**config.mk**
```make
export PLATFORM = sky130hd
export DESIGN_NAME = freq_counter
export DESIGN_NICKNAME = d
export VERILOG_FILES = /design/src/hdl/freq_counter.v
export VERILOG_INCLUDE_DIRS = /design/src /design/src/hdl
export SDC_FILE = /design/constraint.sdc
export NUM_CORES = 1
export LEC_CHECK = 0
export ABC_CLOCK_PERIOD_IN_PS = 3000
export BUFFER_PORTS_ARGS = -buffer_cell sky130_fd_sc_hd__buf_2
export CAP_MARGIN = 40
export CORE_ASPECT_RATIO = 1.25
export CORE_MARGIN = 5
export CORE_UTILIZATION = 35
export DETAILED_ROUTE_END_ITERATION = 7
export GPL_TIMING_DRIVEN = 0
export PLACE_DENSITY = 0.59
export SLEW_MARGIN = 20
export SYNTH_ARGS = -nofsm -noshare
export SYNTH_HDL_FRONTEND = slang
export SYNTH_SLANG_ARGS = --single-unit
```
**constraint.sdc**
```tcl
create_clock -name core_clk -period 3 [get_ports core_clk]
set_input_delay 0.9 -clock core_clk [delete_from_list [all_inputs] [get_ports core_clk]]
set_output_delay 0.9 -clock core_clk [all_outputs]
set_load 0.005 [all_outputs]
```
**src/hdl/freq_counter_regs.vh**
```
// Purpose: register offsets, bit positions and reset values
// Assumes: byte-wide register port, byte addresses
// Notes:   included by freq_counter.v only
`ifndef FREQ_COUNTER_REGS_VH
`define FREQ_COUNTER_REGS_VH

`define ADDR_INT_ENABLE_0      8'h23
`define ADDR_INT_ENABLE_2      8'h25
`define ADDR_INT_FLAG_0        8'h26
`define ADDR_INT_FLAG_2        8'h28
`define ADDR_POWER_CONTROL_1   8'h33
`define ADDR_THRESHOLD_SELECT  8'h44
`define ADDR_INPUT_SELECT      8'h45
`define ADDR_GATE_UPPER        8'h4C
`define ADDR_GATE_MIDDLE       8'h4D
`define ADDR_GATE_LOWER        8'h4E
`define ADDR_CYCLE_UPPER       8'h4F
`define ADDR_CYCLE_MIDDLE      8'h50
`define ADDR_CYCLE_LOWER       8'h51
`define ADDR_HIGH_UPPER        8'h52
`define ADDR_HIGH_MIDDLE       8'h53
`define ADDR_HIGH_LOWER        8'h54

`define BIT_GLOBAL_IRQ_ENABLE  7
`define BIT_MEASURE_DONE_IE    3
`define BIT_MEASURE_DONE_FLAG  3
`define BIT_WINDOW_OUT_IE      6
`define BIT_HIGH_OUT_IE        5
`define BIT_LOW_OUT_IE         4
`define BIT_CYCLE_OVERFLOW     3
`define BIT_WINDOW_ENABLE      6
`define BIT_COUNTER_SOURCE_SEL 5
`define BIT_COUNTER_ENABLE     4
`define BIT_MEAS_CMP_SOURCE    4
`define BIT_WINDOW_OUT_STATUS  3
`define BIT_HIGH_OUT_STATUS    2
`define BIT_LOW_OUT_STATUS     1
`define BIT_COUNTER_INPUT_SRC  0

`define RESET_BYTE             8'h00
`define RESET_COUNT            24'h000000

`endif

```
**src/hdl/freq_counter.v**
```verilog
// Purpose: frequency and duty-cycle counter with window comparator controls
// Assumes: analog comparator outputs arrive as asynchronous levels
// Notes:   cycle counter advances on sampled rising edges of the test signal
//
// Summary of operation
// - Three 24-bit counters, each three readable bytes
// - Gate/high count clock; cycle counts signal edges
// - Source bit5: 0 comparator, 1 external pin
// - Disabled clears gate low, cycle, high, overflow
// - Gate upper bytes writable only while disabled
// - Start at edge, run to overflow, stop edge
// - Done event raised when counting stops
// - Cycle counter holds whole periods measured
// - High counter holds clocks signal was high
// - Cycle overflow sets sticky flag bit3
// - Counter bytes at 0x4C upward, MSB first
// - Bit6 switches window comparator on
// - Live window/high/low status in bits 3..1
// - Threshold select fields, high 7:4, low 3:0
// - Input select field bits 7:5
// - Bit4 picks window or multi-function output
// - High and low outputs form window output
//
// The strobed register port was left to the implementer.

`include "freq_counter_regs.vh"

module freq_counter #(
    parameter CW = 24
) (
    // Clock and reset
    input  wire       core_clk,
    input  wire       reset_n,
    // Register port
    input  wire [7:0] reg_addr,
    input  wire [7:0] reg_wdata,
    input  wire       reg_wr,
    input  wire       reg_rd,
    output reg  [7:0] reg_rdata,
    // Signals from outside the clock domain
    input  wire       ext_count_input,
    input  wire       high_cmp_raw,
    input  wire       low_cmp_raw,
    input  wire       multifunc_cmp_out,
    // Analog comparator controls
    output wire       window_enable,
    output wire [3:0] high_threshold_sel,
    output wire [3:0] low_threshold_sel,
    output wire [2:0] window_input_sel,
    // Interrupt requests
    output wire       measure_done_irq,
    output wire       window_irq
);

    // Control registers
    reg  [7:0]    int_enable_0_q;
    reg  [7:0]    int_enable_2_q;
    reg           measure_done_flag_q;
    reg           window_out_flag_q;
    reg           high_out_flag_q;
    reg           low_out_flag_q;
    reg           cycle_overflow_flag_q;
    reg  [7:0]    power_control_1_q;
    reg  [7:0]    threshold_select_q;
    reg  [2:0]    window_input_sel_q;
    reg           meas_cmp_source_sel_q;
    // Counters and measurement state
    reg  [CW-1:0] gate_counter_q;
    reg  [CW-1:0] cycle_counter_q;
    reg  [CW-1:0] high_time_counter_q;
    reg  [1:0]    meas_state_q;
    reg  [1:0]    meas_state_d;
    // Synchronisers and edge state
    reg  [3:0]    sync1_q;
    reg  [3:0]    sync2_q;
    reg           test_prev_q;
    reg           window_out_q;
    reg           window_prev_q;
    reg           high_prev_q;
    reg           low_prev_q;

    wire          wr_en;
    wire          counter_enable;
    wire          counter_source_sel;
    wire          global_irq_enable;
    wire          high_cmp_out;
    wire          low_cmp_out;
    wire          ext_sync;
    wire          mfc_sync;
    wire          meas_cmp_signal;
    wire          test_signal;
    wire          test_rise;
    wire          gate_wrap;
    wire          cycle_wrap;
    wire          stop_now;
    wire          running;
    wire          gate_done;
    wire          window_change;
    wire          high_change;
    wire          low_change;
    wire [CW:0]   gate_sum;
    wire [CW:0]   cycle_sum;

    // Measurement states
    localparam [1:0] ST_STOP  = 2'h0;
    localparam [1:0] ST_ARMED = 2'h1;
    localparam [1:0] ST_COUNT = 2'h2;
    localparam [1:0] ST_GATED = 2'h3;

    assign wr_en              = reg_wr;
    assign counter_enable     = power_control_1_q[`BIT_COUNTER_ENABLE];
    assign counter_source_sel = power_control_1_q[`BIT_COUNTER_SOURCE_SEL];
    assign global_irq_enable  = int_enable_0_q[`BIT_GLOBAL_IRQ_ENABLE];

    assign window_enable      = power_control_1_q[`BIT_WINDOW_ENABLE];
    assign high_threshold_sel = threshold_select_q[7:4];
    assign low_threshold_sel  = threshold_select_q[3:0];
    assign window_input_sel   = window_input_sel_q;

    // Two-stage synchronisers for every asynchronous level
    always @(posedge core_clk or negedge reset_n) begin
        if (!reset_n) begin
            sync1_q <= 4'h0;
            sync2_q <= 4'h0;
        end else begin
            sync1_q <= {multifunc_cmp_out, ext_count_input,
                        low_cmp_raw, high_cmp_raw};
            sync2_q <= sync1_q;
        end
    end

    // High and low comparators read as off while powered down
    assign high_cmp_out = sync2_q[0] & window_enable;
    assign low_cmp_out  = sync2_q[1] & window_enable;
    assign ext_sync     = sync2_q[2];
    assign mfc_sync     = sync2_q[3];

    always @(posedge core_clk or negedge reset_n) begin
        if (!reset_n) begin
            window_out_q <= 1'b0;
        end else if (!window_enable) begin
            window_out_q <= 1'b0;
        end else if (high_cmp_out) begin
            window_out_q <= 1'b1;
        end else if (low_cmp_out) begin
            window_out_q <= 1'b0;
        end
    end

    assign meas_cmp_signal = meas_cmp_source_sel_q ? mfc_sync : window_out_q;
    assign test_signal = counter_source_sel ? ext_sync : meas_cmp_signal;
    assign test_rise   = test_signal & ~test_prev_q;

    assign gate_sum   = {1'b0, gate_counter_q} + {{CW{1'b0}}, 1'b1};
    assign cycle_sum  = {1'b0, cycle_counter_q} + {{CW{1'b0}}, 1'b1};
    assign running    = (meas_state_q == ST_COUNT) |
                        (meas_state_q == ST_GATED);
    assign gate_done  = (meas_state_q == ST_GATED);
    assign gate_wrap  = running & gate_sum[CW];
    assign cycle_wrap = running & test_rise & cycle_sum[CW];
    assign stop_now   = running & (gate_done | gate_wrap) & test_rise;

    always @* begin
        meas_state_d = meas_state_q;
        case (meas_state_q)
            ST_ARMED: begin
                if (test_rise) begin
                    meas_state_d = ST_COUNT;
                end
            end
            ST_COUNT: begin
                // Wrap on a rising edge stops at once
                if (stop_now) begin
                    meas_state_d = ST_STOP;
                end else if (gate_wrap) begin
                    meas_state_d = ST_GATED;
                end
            end
            ST_GATED: begin
                if (stop_now) begin
                    meas_state_d = ST_STOP;
                end
            end
            default: begin
                meas_state_d = ST_STOP;
            end
        endcase
        if (!counter_enable) begin
            meas_state_d = ST_ARMED;
        end
    end

    // Stopped after reset; only a disable arms a new run
    always @(posedge core_clk or negedge reset_n) begin
        if (!reset_n) begin
            meas_state_q <= ST_STOP;
        end else begin
            meas_state_q <= meas_state_d;
        end
    end

    // Measurement counters
    always @(posedge core_clk or negedge reset_n) begin
        if (!reset_n) begin
            gate_counter_q      <= `RESET_COUNT;
            cycle_counter_q     <= `RESET_COUNT;
            high_time_counter_q <= `RESET_COUNT;
            test_prev_q         <= 1'b0;
        end else begin
            test_prev_q <= test_signal;
            if (!counter_enable) begin
                gate_counter_q[7:0] <= 8'h00;
                cycle_counter_q     <= `RESET_COUNT;
                high_time_counter_q <= `RESET_COUNT;
                if (wr_en && reg_addr == `ADDR_GATE_UPPER) begin
                    gate_counter_q[23:16] <= reg_wdata;
                end
                if (wr_en && reg_addr == `ADDR_GATE_MIDDLE) begin
                    gate_counter_q[15:8] <= reg_wdata;
                end
            end else if (running) begin
                // gate on system clock
                // Runs past the wrap to give the final count
                gate_counter_q <= gate_sum[CW-1:0];
                if (test_rise) begin
                    cycle_counter_q <= cycle_sum[CW-1:0];
                end
                if (test_signal) begin
                    high_time_counter_q <= high_time_counter_q + 24'h000001;
                end
            end
        end
    end

    assign window_change = window_out_q ^ window_prev_q;
    assign high_change   = high_cmp_out ^ high_prev_q;
    assign low_change    = low_cmp_out ^ low_prev_q;

    // Registers and sticky flags; a set wins over a clear
    always @(posedge core_clk or negedge reset_n) begin
        if (!reset_n) begin
            int_enable_0_q        <= `RESET_BYTE;
            int_enable_2_q        <= `RESET_BYTE;
            measure_done_flag_q   <= 1'b0;
            window_out_flag_q     <= 1'b0;
            high_out_flag_q       <= 1'b0;
            low_out_flag_q        <= 1'b0;
            cycle_overflow_flag_q <= 1'b0;
            power_control_1_q     <= `RESET_BYTE;
            threshold_select_q    <= `RESET_BYTE;
            window_input_sel_q    <= 3'h0;
            meas_cmp_source_sel_q <= 1'b0;
            window_prev_q         <= 1'b0;
            high_prev_q           <= 1'b0;
            low_prev_q            <= 1'b0;
        end else begin
            window_prev_q <= window_out_q;
            high_prev_q   <= high_cmp_out;
            low_prev_q    <= low_cmp_out;
            if (wr_en) begin
                case (reg_addr)
                    `ADDR_INT_ENABLE_0:     int_enable_0_q     <= reg_wdata;
                    `ADDR_INT_ENABLE_2:     int_enable_2_q     <= reg_wdata;
                    `ADDR_POWER_CONTROL_1:  power_control_1_q  <= reg_wdata;
                    `ADDR_THRESHOLD_SELECT: threshold_select_q <= reg_wdata;
                    `ADDR_INPUT_SELECT: begin
                        window_input_sel_q    <= reg_wdata[7:5];
                        meas_cmp_source_sel_q <=
                            reg_wdata[`BIT_MEAS_CMP_SOURCE];
                    end
                    `ADDR_INT_FLAG_0: begin
                        measure_done_flag_q <=
                            reg_wdata[`BIT_MEASURE_DONE_FLAG];
                    end
                    `ADDR_INT_FLAG_2: begin
                        window_out_flag_q     <= reg_wdata[6];
                        high_out_flag_q       <= reg_wdata[5];
                        low_out_flag_q        <= reg_wdata[4];
                        cycle_overflow_flag_q <=
                            reg_wdata[`BIT_CYCLE_OVERFLOW];
                    end
                    default: begin
                    end
                endcase
            end
            if (stop_now) begin
                measure_done_flag_q <= 1'b1;
            end
            if (window_change) begin
                window_out_flag_q <= 1'b1;
            end
            if (high_change) begin
                high_out_flag_q <= 1'b1;
            end
            if (low_change) begin
                low_out_flag_q <= 1'b1;
            end
            if (cycle_wrap) begin
                cycle_overflow_flag_q <= 1'b1;
            end else if (!counter_enable) begin
                cycle_overflow_flag_q <= 1'b0;
            end
        end
    end

    assign measure_done_irq = global_irq_enable &
        ((measure_done_flag_q & int_enable_0_q[`BIT_MEASURE_DONE_IE]) |
         (cycle_overflow_flag_q & int_enable_2_q[`BIT_CYCLE_OVERFLOW]));
    assign window_irq = global_irq_enable &
        ((window_out_flag_q & int_enable_2_q[`BIT_WINDOW_OUT_IE]) |
         (high_out_flag_q & int_enable_2_q[`BIT_HIGH_OUT_IE]) |
         (low_out_flag_q & int_enable_2_q[`BIT_LOW_OUT_IE]));

    always @(posedge core_clk or negedge reset_n) begin
        if (!reset_n) begin
            reg_rdata <= `RESET_BYTE;
        end else if (reg_rd) begin
            case (reg_addr)
                `ADDR_INT_ENABLE_0:     reg_rdata <= int_enable_0_q;
                `ADDR_INT_ENABLE_2:     reg_rdata <= {1'b0,
                                                      int_enable_2_q[6:0]};
                `ADDR_INT_FLAG_0:       reg_rdata <= {4'h0,
                                                      measure_done_flag_q,
                                                      3'h0};
                `ADDR_INT_FLAG_2:       reg_rdata <= {1'b0,
                                                      window_out_flag_q,
                                                      high_out_flag_q,
                                                      low_out_flag_q,
                                                      cycle_overflow_flag_q,
                                                      3'h0};
                `ADDR_POWER_CONTROL_1:  reg_rdata <= power_control_1_q;
                `ADDR_THRESHOLD_SELECT: reg_rdata <= threshold_select_q;
                `ADDR_INPUT_SELECT:     reg_rdata <= {window_input_sel_q,
                                                      meas_cmp_source_sel_q,
                                                      window_out_q,
                                                      high_cmp_out,
                                                      low_cmp_out,
                                                      counter_source_sel};
                `ADDR_GATE_UPPER:       reg_rdata <= gate_counter_q[23:16];
                `ADDR_GATE_MIDDLE:      reg_rdata <= gate_counter_q[15:8];
                `ADDR_GATE_LOWER:       reg_rdata <= gate_counter_q[7:0];
                `ADDR_CYCLE_UPPER:      reg_rdata <= cycle_counter_q[23:16];
                `ADDR_CYCLE_MIDDLE:     reg_rdata <= cycle_counter_q[15:8];
                `ADDR_CYCLE_LOWER:      reg_rdata <= cycle_counter_q[7:0];
                `ADDR_HIGH_UPPER:       reg_rdata <=
                                            high_time_counter_q[23:16];
                `ADDR_HIGH_MIDDLE:      reg_rdata <= high_time_counter_q[15:8];
                `ADDR_HIGH_LOWER:       reg_rdata <= high_time_counter_q[7:0];
                default:                reg_rdata <= 8'h00;
            endcase
        end
    end

endmodule

```
==> impl_metrics.ini, run 1 <==
[synth]
synthCells = 774
synth_xor_area_share_pct = 3.751
synthAdderAreaFrac_pct = 0.9742
ys_ff_latch = 135
syn_avg_cell_area_sq_um = 9.956
synthSimpleGateAreaFrac_pct = 21.79
netlist_area_sq_um = 7706
synth-seq-area-share_pct = 43.84
syn_nets = 804
synth_compound_area_share_pct = 14.35
synth_warnings = 0
ys_types = 72
synthMuxAreaShare_pct = 12.21
synth_top_family_by_area = simple AND/OR/NAND/NOR gates
async_flop_share_pct = 100.0
synth_edf_count = 0
synth-main-ff-cell = dfrtp_1

[pwr]
vdd_drop_max_uv = 311.2
swShare_pct = 27.17
switchingPower_mw = 1.219
power_mw = 4.488
p_comb_share_pct = 8.0
pwr-share-seq_pct = 43.8
leakagePower_nw = 3.628
internal_power_mw = 3.269
p_per_area_nw_per_um2 = 503.2
p_clk_share_pct = 48.2

[sta]
slew_violations = 0
skew_ns = 0.008854
setup_viol = 0
fin_crit_ns = 2.524
rsz0062_at_grt = no
max_freq_mhz = 396.2
holdWs_ns = 0.3483
finalHoldViolCount = 0
tightestPinTransition_ns = 0.7795
setup_ws_ns = 0.4758
min_period_over_period_pct = 84.14
relSlewSlack_pct = 48.03

[clock_tree]
clock_latency_ns = 0.43
htreeDepth = 4
clock_path_buffers = 2
cts-resized-gates = 0
cts_tree = yes
hold_buffers = 0
post_cts_buffers = 0
path_clk_slew_ns = 0.07
clock-sinks = 135
root_buffer = clkbuf_16
cts_made_buffers = 17

[critical_path]
regToRegSetupSlack_ns = 0.56
start_kind = input port
crit_type = input port to flop
endpoint_kind = flop
cp_max_fo = 10
worstPathArrival_ns = 2.84
required_ns = 3.31

[cells_and_area]
area_delta_synth_final_pct = 15.75
fin_area_sq_um = 8920
layout_commonest_cell = dfrtp_1
num_antenna_cells = 0
final_cell_mix = dfrtp_1 (135), nand2_1 (56), buf_2 (55), nor2_1 (52), mux2_2 (46)
layout-drive-gt1-share_pct = 18.80
num-nets-final = 868

[placed_design]
place_ws_ns = 0.08666
hpwl_microns = 18140
io_buffer_count = 43
dpl_cell_area_sq_um = 8315
gp_congestion = 0.9000

[run]
maxCapViolations = 0

[routing]
drt_first_pass_iters = 5
vias = 6619
first_iter_violations = 585
wire_per_inst_microns = 21.72
wirelength_microns = 24540
routed_via_density = 5.858
drc = 0
postRouteAntennaNets = 0

[grt]
grt_max_degree = 74
grt_first_pass_wirelength_microns = 38640
grt.total_usage_pct = 20.03
grt_antenna_before_repair = 0
grt_pass1_vias = 6625
overflow = 0

[floorplan]
dieArea_sq_um = 25100
initial_core_util_pct = 35.64
placementRows = 60
dieHeight_microns = 175.9
io-pin-count = 46
dieWidth_microns = 142.7
core_sq_um = 21620

[outcome]
status = finished clean

[min_path]
hold_path_class = flop to flop
-- power by group through the flow --
stage                     Clock, mW  Combinational [mW]  Sequential [mW]
after CTS                      2.20               0.362             1.96
final                          2.16               0.360             1.97
after floorplan                   0               0.202             1.96
after detailed placement          0               0.360             2.00
after global placement            0               0.350             1.99
after global routing           2.28               0.397             1.97
-- worst max-delay path, stage by stage --
cell      delay, ns
buf_2          0.17
nor3b_1        0.37
clkbuf_1       0.43
nand3_1        0.53
mux2_2         0.44
-- per-layer routing --
metal  global-route usage [%]  wire length, microns  vias up
li1                         -                     -     3037
met1                    24.94                 10200     3318
met2                    33.68                 12190      204
met3                    4.085                  1177       60
met4                    8.241                   975        0
met5                        0                     0        -
-- registers in the layout, indices dropped and copies added (netlist names), 3 cells and up --
signal	count
gate_counter_q	24
reg_rdata	8
int_enable_2_q	7
cycle_counter_q	24
sync1_q	4
window_input_sel	3
sync2_q	4
int_enable_0_q	8
high_time_counter_q	24
power_control_1_q	8
threshold_select_q	8
-- path summary, 6_finish.rpt --
check / to / start / cells after the start
max reg2reg: meas_state_q[0] / power_control_1_q[4] / 6
min in group asynchronous: cycle_counter_q[13] / reset_n / 1
max: power_control_1_q[5] / reg_addr[5] / 5
min: sync2_q[2] / sync1_q[2] / 0
max in group asynchronous: sync2_q[3] / reset_n / 2
min reg2reg: sync2_q[2] / sync1_q[2] / 0
-- metrics by stage --
stage | setup TNS (ns) | cells | utilization [%]
2_1_floorplan | 0 | 774 | -
3_3_place_gp | -140.84 | 1096 | 38.25
3_5_place_dp | 0 | 1098 | 38.46
4_1_cts | 0 | 1130 | 41.26
5_1_grt | 0 | 1130 | 41.26
6_report | 0 | 1130 | 41.26
-- Yosys cell counts (all sizes together), types with 3 or more instances --
cell type	number	area share, %
xor2	20	2.3
nand4	31	2.6
a22oi	9	0.88
a32oi	10	1.1
nor4b	5	0.89
nand3	46	3.2
and4	8	0.91
ha	6	0.97
nor3	9	0.58
a21oi	41	2.7
nor2	52	2.5
and3	9	0.73
buf	15	1.0
nor3b	5	0.55
inv	14	0.68
nand2b	15	1.2
mux2	46	6.7
o211ai	5	0.55
nand2	56	2.7
mux2i	31	4.0
nor2b	11	0.89
and2	11	0.89
mux4	5	1.5
a222oi	3	0.39
xnor2	13	1.5
a2bb2oi	4	0.45
or4	5	0.49
o21ai	36	2.4
or3	17	1.4
a311oi	4	0.45
o21a	3	0.29
o22ai	10	0.81
nor4	7	0.93
clkbuf	28	1.4
a32o	5	0.65
dfrtp	135	44
a22o	10	1.1
a31oi	3	0.24
-- final cells by class --
type | instances | area, sq um
Buffer | 43 | 185.2
Clock buffer | 17 | 425.4
Clock inverter | 15 | 178.9
Fill cell | 2152 | 12700
Inverter | 14 | 52.55
Multi-Input combinational cell | 582 | 4090
Sequential cell | 135 | 3378
Tap cell | 279 | 349.1
Timing Repair Buffer | 45 | 260.3
-- logic make-up after synthesis --
group / Yosys count
buffers and inverters: 57
and+or+nand+nor: 298
xor gates and xnor gates: 33
DFF: 135
AOI/OAI and AO/OA: 163
adders and majority gates: 6
muxes: 82
(Power assumes the default switching activity.)
==> inputs of run 2 (changes only) <==
--- a/config.mk
+++ b/config.mk
@@ -6,7 +6,7 @@
 export SDC_FILE = /design/constraint.sdc
 export NUM_CORES = 1
 export LEC_CHECK = 0
-export ABC_CLOCK_PERIOD_IN_PS = 3000
+export ABC_CLOCK_PERIOD_IN_PS = 2400
 export BUFFER_PORTS_ARGS = -buffer_cell sky130_fd_sc_hd__buf_2
 export CAP_MARGIN = 40
 export CORE_ASPECT_RATIO = 1.25
==> constraint.sdc (replaced) <==
create_clock -name core_clk -period 2.4 [get_ports core_clk]
set_input_delay 0.72 -clock core_clk [delete_from_list [all_inputs] [get_ports core_clk]]
set_output_delay 0.72 -clock core_clk [all_outputs]
set_load 0.005 [all_outputs]
==> run 2 against run 1 <==
Core utilization up 0.23 points. Critical path depth increased by 3. Worst hold slack got worse by 0.13 ns. Die area unchanged. Sequential power rose by 25%. Final cell count is essentially flat. Clock skew about the same. Global-route usage is the same. Critical path type unchanged. Largest power group unchanged. Highest routed layer unchanged.
==> impl_metrics.ini, run 2 (same netlist as run 1, synthesis figures left out) <==
[pwr]
swShare_pct = 27.24
power_mw = 5.619
p_per_area_nw_per_um2 = 626.4
vdd_drop_max_uv = 388.3
p_clk_share_pct = 48.2
switchingPower_mw = 1.530
leakagePower_nw = 3.667
internal_power_mw = 4.088
p_comb_share_pct = 8.1
pwr-share-seq_pct = 43.7

[sta]
finalHoldViolCount = 0
min_period_over_period_pct = 96.70
setup_ws_ns = 0.07926
rsz0062_at_grt = no
slew_violations = 0
max_freq_mhz = 430.9
finalSetupTns_ns = 0
setup_viol = 0
skew_ns = 0.008414
relSlewSlack_pct = 48.44
holdWs_ns = 0.2230
fin_crit_ns = 2.321
tightestPinTransition_ns = 0.7670

[critical_path]
required_ns = 2.75
cp.buffers_inverters = 3
worstPathArrival_ns = 2.67
rr_startpoint = power_control_1_q[5]
worstPathCellList = buf_2, buf_2, nor4b_2, buf_4, a22oi_1, o32ai_1, a221oi_1, a22oi_1
regToRegSetupSlack_ns = 0.20
start_kind = input port
slowest_delay_ns = 0.61
ff2ff_path_depth = 7
r2r_end = cycle_counter_q[19]
crit_type = input port to flop
critPathTopFamily = compound AO/OA/AOI/OAI gates
critPathCapture = reg_rdata[6]
crit_slowest_cell = nor4b_2
startpoint = reg_addr[0]
endpoint_kind = flop
cp.depth = 8
cp_max_fo = 10

[cells_and_area]
fin_area_sq_um = 8970
num_antenna_cells = 0
layout-drive-gt1-share_pct = 19.60
final.fill_count = 2153
top_regs = cycle_counter_q: 24 flops, gate_counter_q: 24 flops, high_time_counter_q: 24 flops
final_cell_mix = dfrtp_1 (135), nand2_1 (56), buf_2 (55), nor2_1 (52), mux2_2 (46)
layout_commonest_cell = dfrtp_1
final_cells = 1131
fin_util_pct = 41.49
area_delta_synth_final_pct = 16.40
num-nets-final = 869

[routing]
routed_via_density = 5.836
first_iter_violations = 611
postRouteAntennaNets = 0
drc = 0
drt_first_pass_iters = 5
vias = 6600
wirelength_microns = 24620
wire_per_inst_microns = 21.76

[floorplan]
dieArea_sq_um = 25100
core_sq_um = 21620
io-pin-count = 46
placementRows = 60
dieWidth_microns = 142.7
initial_core_util_pct = 35.64
dieHeight_microns = 175.9

[min_path]
hold_path_class = input port to async pin

[grt]
grt_pass1_vias = 6617
grt_max_degree = 74
grt_first_pass_wirelength_microns = 38640
grt.total_usage_pct = 20.03
grt_antenna_before_repair = 0
overflow = 0

[clock_tree]
cts_tree = yes
clock-sinks = 135
path_clk_slew_ns = 0.06
htreeDepth = 4
cts_made_buffers = 17
root_buffer = clkbuf_16
clock_path_buffers = 2
hold_buffers = 0
clock_latency_ns = 0.43

[placed_design]
gp_congestion = 0.9000
dpl_cell_area_sq_um = 8315
place_ws_ns = -0.3333
hpwl_microns = 18140
place_inst = 1098
io_buffer_count = 43

[outcome]
status = finished clean

[run]
maxCapViolations = 0
## run 2: worst min-delay path by stage
stage          startpoint                   to  slack, ns  cells past startpoint
3_3_place_gp   sync1_q[0]           sync2_q[0]       0.33                      0
6_report          reset_n  cycle_counter_q[12]       0.22                      1
5_1_grt           reset_n   cycle_counter_q[7]       0.26                      1
3_5_place_dp   sync1_q[2]           sync2_q[2]       0.33                      0
2_1_floorplan  sync1_q[0]           sync2_q[0]       0.33                      0
4_1_cts           reset_n  cycle_counter_q[12]       0.25                      1
## run 2: routing by layer
layer	up-vias	GRT usage, %	wire, microns
li1	3045	-	-
met1	3301	24.96	10170
met2	199	33.68	12360
met3	55	4.085	1152
met4	0	8.201	934
met5	-	0	0
## run 2: cell type report
cell class / instances / area (sq um) / share of cell area (%)
buffer: 43 / 188.9 / 2.106
timing repair buffer: 46 / 267.8 / 2.985
sequential: 135 / 3378 / 37.66
inverter: 14 / 52.55 / 0.5859
multi-input combinational: 582 / 4129 / 46.03
clock inverter: 15 / 178.9 / 1.995
clock buffer: 17 / 425.4 / 4.743
tap: 279 / 349.1 / 3.892
## run 2: power by group through the flow
stage	combinational (mW)	sequential [mW]	clock [mW]
6_report	0.454	2.46	2.71
5_1_grt	0.500	2.47	2.86
4_1_cts	0.452	2.45	2.75
3_5_place_dp	0.450	2.50	0
3_3_place_gp	0.437	2.49	0
2_1_floorplan	0.252	2.45	0
## run 2: timing repair
| action | CTS | global route |
|---|---|---|
| resized for setup | 1 | 10 |
| setup buffers | 0 | 1 |
| pin swaps | 0 | 1 |
| setup endpoints to repair | 2 | 16 |
